## src/cbwp_map.svh

```systemverilog
// Constants for the coprocessor busy-wait and privilege handshake.
// Assumes both ends share one clock and a synchronous active-high reset.
// Summary of operation
// - Coprocessor gates privileged instructions on privilege output
// - Non-move mode change updates privilege after execute one
// - Status move updates privilege after second execute cycle
// - Only decode response at advance into execute counts
// - WAIT on execute handshake loops any cycles
// - Interrupt abandons busy-wait, condition pass driven low
// - Coprocessor samples condition pass each busy-wait cycle
// - Condition pass low abandons instruction entirely
// - Codes ABSENT 10, WAIT 00, GO 01, LAST 11
// - No coprocessor state change before pass and GO/LAST
// - Interrupt-abandoned instruction is restarted later by processor
`ifndef CBWP_MAP_SVH
`define CBWP_MAP_SVH
// ============================================================
// Handshake codes
`define CBWP_HS_ABSENT 2'h2
`define CBWP_HS_WAIT   2'h0
`define CBWP_HS_GO     2'h1
`define CBWP_HS_LAST   2'h3
// ============================================================
// Reset values and instruction width
`define CBWP_PRIV_RST  1'h1
`define CBWP_INSTR_W   8
// ============================================================
// Privilege update delays: extra cycles held after the mode change edge
`define CBWP_PLAIN_DLY 2'h0
`define CBWP_MOVE_DLY  2'h1
`endif

```

## src/cbwp_pkg.sv

```systemverilog
// Types shared by both ends of the coprocessor handshake.
// Assumes cbwp_map.svh is on the include path.
`include "cbwp_map.svh"
package cbwp_pkg;
    // ============================================================
    // Handshake code type
    typedef enum logic [1:0] {
        CBWP_ABSENT = `CBWP_HS_ABSENT,
        CBWP_WAIT   = `CBWP_HS_WAIT,
        CBWP_GO     = `CBWP_HS_GO,
        CBWP_LAST   = `CBWP_HS_LAST
    } cbwp_hs_t;
    typedef logic [`CBWP_INSTR_W-1:0] cbwp_instr_t;
endpackage

```

## src/cbwp_if.sv

```systemverilog
// Link between the processor end and the coprocessor end.
// Assumes both ends run on clk.
`timescale 1ns/1ns
interface cbwp_if (input wire logic clk);
    import cbwp_pkg::*;
    logic        decode_valid;      // Instruction present in Decode
    logic        advance;           // Decode instruction moves to Execute this cycle
    cbwp_instr_t instr;             // Instruction in Decode
    logic        privilege_mode_out; // High in privileged mode
    logic        condition_pass;    // High while instruction in Execute to be done
    cbwp_hs_t    decode_handshake;
    cbwp_hs_t    execute_handshake;
    modport proc (output decode_valid, advance, instr, privilege_mode_out,
                  condition_pass, input decode_handshake, execute_handshake);
    modport copro (input decode_valid, advance, instr, privilege_mode_out,
                   condition_pass, output decode_handshake, execute_handshake);
endinterface // cbwp_if

```

## src/cbwp_proc.sv

```systemverilog
// Processor end: issues instructions, tracks privilege, busy-waits.
// Assumes the coprocessor end answers on the same clock.
`timescale 1ns/1ns
`include "cbwp_map.svh"
module cbwp_proc (
    input  wire logic        clk,
    input  wire logic        rst,
    // Link
    cbwp_if.proc             lnk,
    // Issue side
    input  wire logic        issue_valid,
    input  wire cbwp_pkg::cbwp_instr_t issue_instr,
    input  wire logic        issue_pass,
    input  wire logic        irq,
    // Mode changes
    input  wire logic        mode_change,
    input  wire logic        mode_is_move,
    input  wire logic        mode_priv,
    // Results
    output logic             issue_ready,
    output logic             done_r,
    output logic             undef_r,
    output logic             abandon_r
);
    import cbwp_pkg::*;
    typedef enum logic [1:0] {
        CBWP_IDLE = 2'h0, CBWP_DEC = 2'h1, CBWP_EXE = 2'h2
    } cbwp_pst_t;
    cbwp_pst_t   st_r;
    cbwp_instr_t instr_r, retry_r;
    logic        retry_v_r, pass_r, priv_r, pend_r, pend_priv_r;
    logic [1:0]  pend_cnt_r;

    assign issue_ready          = (st_r == CBWP_IDLE) && !retry_v_r;
    assign lnk.instr            = instr_r;
    assign lnk.decode_valid     = (st_r == CBWP_DEC);
    assign lnk.advance          = (st_r == CBWP_DEC);
    assign lnk.condition_pass   = pass_r;
    assign lnk.privilege_mode_out = priv_r;

    // ============================================================
    // Privilege output, delayed by the execute cycles of the change
    always_ff @(posedge clk) begin
        if (rst) begin
            priv_r     <= `CBWP_PRIV_RST;
            pend_r     <= 1'b0;
            pend_priv_r <= 1'b0;
            pend_cnt_r <= 2'h0;
        end else if (mode_change) begin
            pend_r      <= 1'b1;
            pend_priv_r <= mode_priv;
            pend_cnt_r  <= mode_is_move ? `CBWP_MOVE_DLY : `CBWP_PLAIN_DLY;
        end else if (pend_r) begin
            if (pend_cnt_r == 2'h0) begin
                priv_r <= pend_priv_r;
                pend_r <= 1'b0;
            end else begin
                pend_cnt_r <= pend_cnt_r - 2'h1;
            end
        end
    end

    // ============================================================
    // Pipeline: decode answer sampled only as instruction advances
    always_ff @(posedge clk) begin
        if (rst) begin
            st_r      <= CBWP_IDLE;
            instr_r   <= '0;
            pass_r    <= 1'b0;
            retry_v_r <= 1'b0;
            retry_r   <= '0;
            done_r    <= 1'b0;
            undef_r   <= 1'b0;
            abandon_r <= 1'b0;
        end else begin
            done_r    <= 1'b0;
            undef_r   <= 1'b0;
            abandon_r <= 1'b0;
            case (st_r)
                CBWP_IDLE: begin
                    if (retry_v_r && !irq) begin
                        instr_r   <= retry_r;
                        pass_r    <= 1'b1; // Only a passed instruction is ever abandoned
                        retry_v_r <= 1'b0;
                        st_r      <= CBWP_DEC;
                    end else if (issue_valid && !retry_v_r) begin
                        instr_r <= issue_instr;
                        pass_r  <= issue_pass;
                        st_r    <= CBWP_DEC;
                    end
                end
                CBWP_DEC: begin
                    // Earlier decode answers never reach here: only this one counts.
                    // A failed condition drops the instruction whatever the answer.
                    if (!pass_r) begin
                        st_r <= CBWP_IDLE;
                    end else begin
                        case (lnk.decode_handshake)
                            CBWP_ABSENT: begin undef_r <= 1'b1; st_r <= CBWP_IDLE; end
                            CBWP_LAST, CBWP_GO: begin done_r <= 1'b1; st_r <= CBWP_IDLE; end
                            default: st_r <= CBWP_EXE;
                        endcase
                    end
                end
                CBWP_EXE: begin
                    // Only a true busy-wait is broken; a LAST answer has already committed
                    if (irq && pass_r && lnk.execute_handshake == CBWP_WAIT) begin
                        pass_r    <= 1'b0;
                        abandon_r <= 1'b1;
                        retry_v_r <= 1'b1;
                        retry_r   <= instr_r;
                        st_r      <= CBWP_IDLE;
                    end else begin
                        case (lnk.execute_handshake)
                            CBWP_ABSENT: begin undef_r <= 1'b1; st_r <= CBWP_IDLE; end
                            CBWP_LAST, CBWP_GO: begin done_r <= pass_r; st_r <= CBWP_IDLE; end
                            default: st_r <= CBWP_EXE;
                        endcase
                    end
                end
                default: st_r <= CBWP_IDLE;
            endcase
        end
    end
endmodule // cbwp_proc

```

## src/flat_wrapper.sv

```systemverilog
// flat-port wrapper written by rule: the top's interface ports become plain ports
module cbwp_proc_flat import cbwp_pkg::*;
  (clk, rst, issue_valid, issue_instr, issue_pass, irq, mode_change, mode_is_move, mode_priv, issue_ready, done_r, undef_r, abandon_r, lnk_decode_valid, lnk_advance, lnk_instr, lnk_privilege_mode_out, lnk_condition_pass, lnk_decode_handshake, lnk_execute_handshake);
  cbwp_if lnk_i (.clk(clk));
  input  wire logic clk;
  input  wire logic rst;
  input  wire logic issue_valid;
  input  wire cbwp_pkg::cbwp_instr_t issue_instr;
  input  wire logic issue_pass;
  input  wire logic irq;
  input  wire logic mode_change;
  input  wire logic mode_is_move;
  input  wire logic mode_priv;
  output logic issue_ready;
  output logic done_r;
  output logic undef_r;
  output logic abandon_r;
  output wire logic [$bits(lnk_i.decode_valid)-1:0] lnk_decode_valid;
  output wire logic [$bits(lnk_i.advance)-1:0] lnk_advance;
  output wire logic [$bits(lnk_i.instr)-1:0] lnk_instr;
  output wire logic [$bits(lnk_i.privilege_mode_out)-1:0] lnk_privilege_mode_out;
  output wire logic [$bits(lnk_i.condition_pass)-1:0] lnk_condition_pass;
  input wire logic [$bits(lnk_i.decode_handshake)-1:0] lnk_decode_handshake;
  input wire logic [$bits(lnk_i.execute_handshake)-1:0] lnk_execute_handshake;
  assign lnk_decode_valid = lnk_i.decode_valid;
  assign lnk_advance = lnk_i.advance;
  assign lnk_instr = lnk_i.instr;
  assign lnk_privilege_mode_out = lnk_i.privilege_mode_out;
  assign lnk_condition_pass = lnk_i.condition_pass;
  assign lnk_i.decode_handshake = lnk_decode_handshake;
  assign lnk_i.execute_handshake = lnk_execute_handshake;
  cbwp_proc u_core (.clk(clk), .rst(rst), .lnk(lnk_i), .issue_valid(issue_valid), .issue_instr(issue_instr), .issue_pass(issue_pass), .irq(irq), .mode_change(mode_change), .mode_is_move(mode_is_move), .mode_priv(mode_priv), .issue_ready(issue_ready), .done_r(done_r), .undef_r(undef_r), .abandon_r(abandon_r));
endmodule
```

## config.mk

```make
export PLATFORM = sky130hd
export DESIGN_NAME = cbwp_proc_flat
export DESIGN_NICKNAME = d
export VERILOG_FILES = /design/src/cbwp_pkg.sv /design/src/cbwp_if.sv /design/src/cbwp_proc.sv /design/src/flat_wrapper.sv
export VERILOG_INCLUDE_DIRS = /design/src
export SDC_FILE = /design/constraint.sdc
export NUM_CORES = 1
export LEC_CHECK = 0
export ABC_AREA = 1
export BUFFER_PORTS_ARGS = -buffer_cell sky130_fd_sc_hd__buf_4
export CORE_MARGIN = 3
export CORE_UTILIZATION = 40
export CTS_BUF_LIST = sky130_fd_sc_hd__clkbuf_4 sky130_fd_sc_hd__clkbuf_8
export DETAILED_ROUTE_END_ITERATION = 10
export PLACE_DENSITY = 0.63
export SKIP_LAST_GASP = 1
export SYNTH_ARGS = -nofsm -noshare
export SYNTH_HDL_FRONTEND = slang
export SYNTH_SLANG_ARGS = --single-unit
```

## constraint.sdc

```tcl
create_clock -name clk -period 1.4 [get_ports clk]
set_input_delay 0.14 -clock clk [delete_from_list [all_inputs] [get_ports clk]]
set_output_delay 0.14 -clock clk [all_outputs]
set_load 0.01 [all_outputs]
```

==> impl_results.md <==
* Max cap viols at 0
* Cell Area, Placed at about 1600 sq um
* FP Rows at 20
* Setup TNS at 0 ns
* PD cells at about 1000 nW/um^2
* Crit Path Max Fanout at 4
* Core Util, Final at around 56%
* WP buf/inv at 3
* Synth Flop Type: dfxtp_1
* Actual slew at the worst max-slew pin at ~0.43 ns
* Setup Skew at between 0.01 and 0.015 ns
* Grt ovf at 0
* Initial Utilization at between 40 and 50%
* Number of diodes at 0
* Post-Syn Nets at slightly below 200
* Clk_lat worst skew at between 0.3 and 0.4 ns
* Unrepaired setup endpoints after global routing: yes
* Clk buf depth at 2
* CP arrival at 1.20 ns
* Largest net degree at the start of global routing at 25
* Core area at roughly 3100 sq um
* Post-DRT Antenna Nets at 0
* Port Buf Inserts at 35
* DRT iter0 DRCs at 44
* Clk root buf: clkbuf_4
* CTS tree: yes
* Final period utilization at 95.5%
* Clock buffer count from CTS at 3
* Critical Path Start Type: flop
* Area growth syn-to-layout at 32.2%
* Most used cell, CP: inv_1
* CTS Sinks at 28
* Synthesized area at 1310 sq um
* Dpl ws at 0.0263 ns
* Min Clock Period, post-route at between 1 and 1.5 ns
* Final hold slack at 0.0630 ns
* Layout cells sized above 1 at between 20% and 30%
* Total number of vias at 1241
* Critical-path cell list: inv_1 > ha_4 > inv_1 > nor2_1 > buf_4
* CP Capture Type: primary output
* HP Start: mode_priv
* Routed vias/inst at ~4.8
* CP max stage cell: dfxtp_2
* Fillers at 303
* Synth Warn # at 0
* Nets at 240
* Area of the multi-input gates at between 600 and 700 sq um
* HP Class: input port to flop
* Asr flop ratio synth at 0%
* Global-route wire length before repair at between 4 and 5 mm
* Initial antenna violation count at 0
* Critical Path Start: u_core.st_r[0]$_SDFFE_PP0P_
* Die height at 63.3 um
* Detailed-placement wirelength estimate at approximately 2.1 mm
* Setup violations, final at 0
* Vias in the first global route at approximately 1.2k
* Setup ws final at 0.0632 ns
* Post-Syn Instances at 173
* Die width at approximately 63 um
* Max-slew headroom at a little under three quarters
* WL per Instance at ~12 um
* Count of pins over their slew limit at 0
* Leakage at between 0.7 and 0.8 nW
* Commonest non-fill, non-tap cell in the layout: buf_4
* WP data required at around 1.3 ns
* Drt drc at 0
* Worst reg2reg path startpoint: u_core.st_r[0]$_SDFFE_PP0P_
* #FFs+latches synth at 28
* Outcome: complete, no violations
* Register area share after synthesis at a little over two fifths
* Total Power at roughly 1.8 mW
* WL final at a little over 3 mm
* H-Tree Depth at 1
* Commonest non-fill, non-tap cells in the layout: 42 x buf_4, 26 x dfxtp_1, 24 x a21oi_1, 23 x inv_1, 23 x nand2_1
* CP top delay family: flip-flops
* Final Hold Viols at 0
* Largest stage delay, worst path at approximately 0.37 ns
* Post-synth EDFFs at 0
* # IOs at 36
* Fmax at approximately 0.75 GHz
* Reg clk slew, reported paths at ~0.17 ns
* Drt pass-1 iters at 4
* Register area at between 500 and 600 sq um
* DP Cell Count at roughly 250
* Full die area at 4000 sq um
* Final Cell Area at around 1700 sq um
* Synth cell types at 22
* Avg Cell Area, Syn at around 7.6 sq um
* Fin cells at ~260
* Placer congestion estimate at 0.774
* Kind of critical path: flop to primary output
* GR Util All Layers at 15.0%
* Peak supply drop at 0.000654 V
cell type report:
cell class	instances	area share, %
Clock inverter	1	1.73
Inverter	25	5.41
Timing Repair Buffer	43	18.7
Tap cell	44	3.17
Sequential cell	28	32.4
Clock buffer	3	1.30
Multi-Input combinational cell	114	37.2
where the power goes:
part,internal (mW),switching (mW)
sequential,0.843,0.0389
clock,0.290,0.257
combinational,0.173,0.191
synthesized netlist by cell type, types with 2 or more instances:
master / number / area share (%)
a21oi_1: 24 / 9.2
buf_2: 4 / 1.5
buf_6: 2 / 1.7
dfxtp_1: 28 / 43
ha_1: 5 / 4.8
inv_1: 24 / 6.9
nand2_1: 24 / 6.9
nand3_1: 9 / 3.4
nor2_1: 15 / 4.3
o21ai_0: 18 / 6.9
o21ai_1: 9 / 3.4
cell families after synthesis:
| logic type | count (synthesis) | share of synthesized area (%) |
|---|---|---|
| XOR/XNOR | 1 | 0.667 |
| buffers and inverters | 32 | 11.0 |
| AO/OA/AOI/OAI | 54 | 21.4 |
| flip-flops | 28 | 42.7 |
| AND/OR/NAND/NOR | 53 | 19.5 |
| adder cells (fa/ha/maj) | 5 | 4.77 |
state kept, by name, indices dropped and copies added (netlist names):
signal                         count
u_core.lnk.privilege_mode_out      1
u_core.lnk.instr                   8
u_core.retry_r                     8
u_core.pend_r                      1
u_core.pend_cnt_r                  2
u_core.st_r                        2
u_core.done_r                      1
u_core.lnk.condition_pass          1
u_core.undef_r                     1
u_core.abandon_r                   1
u_core.retry_v_r                   1
u_core.pend_priv_r                 1
final timing paths:
kind | slack [ns] | endpoint | cells past startpoint
max reg2reg | 0.07 | u_core.retry_r[1]$_SDFFE_PP0P_ | 6
min reg2reg | 0.46 | u_core.retry_r[1]$_SDFFE_PP0P_ | 2
min | 0.06 | u_core.pend_priv_r$_SDFFE_PP0P_ | 3
max | 0.06 | issue_ready | 5
repair_timing:
action | CTS | global route
gates resized for setup | 2 | 7
hold buffers | 1 | 0
endpoints found under the hold margin | 2 | 0
cloned | 0 | 1
pin swaps | 1 | 1
setup endpoints to repair | 1 | 13
setup buffers | 1 | 2
metal layers:
layer | vias up | part of all wire, % | track usage, %
li1 | 646 | - | -
met1 | 546 | 44 | 17.7
met2 | 41 | 46 | 24.9
met3 | 8 | 7.2 | 3.74
met4 | 0 | 2.4 | 8.36
met5 | - | 0 | 0
worst reg2reg max path: cells and delay by family (launching register included):
family,cells,cell delay [ns]
AND/OR/NAND/NOR,1,0.16
adder cells (fa/ha/maj),1,0.30
flip-flops,1,0.37
AO/OA/AOI/OAI,2,0.14
buffers and inverters,2,0.30
Power figures use the tool's default switching activity.
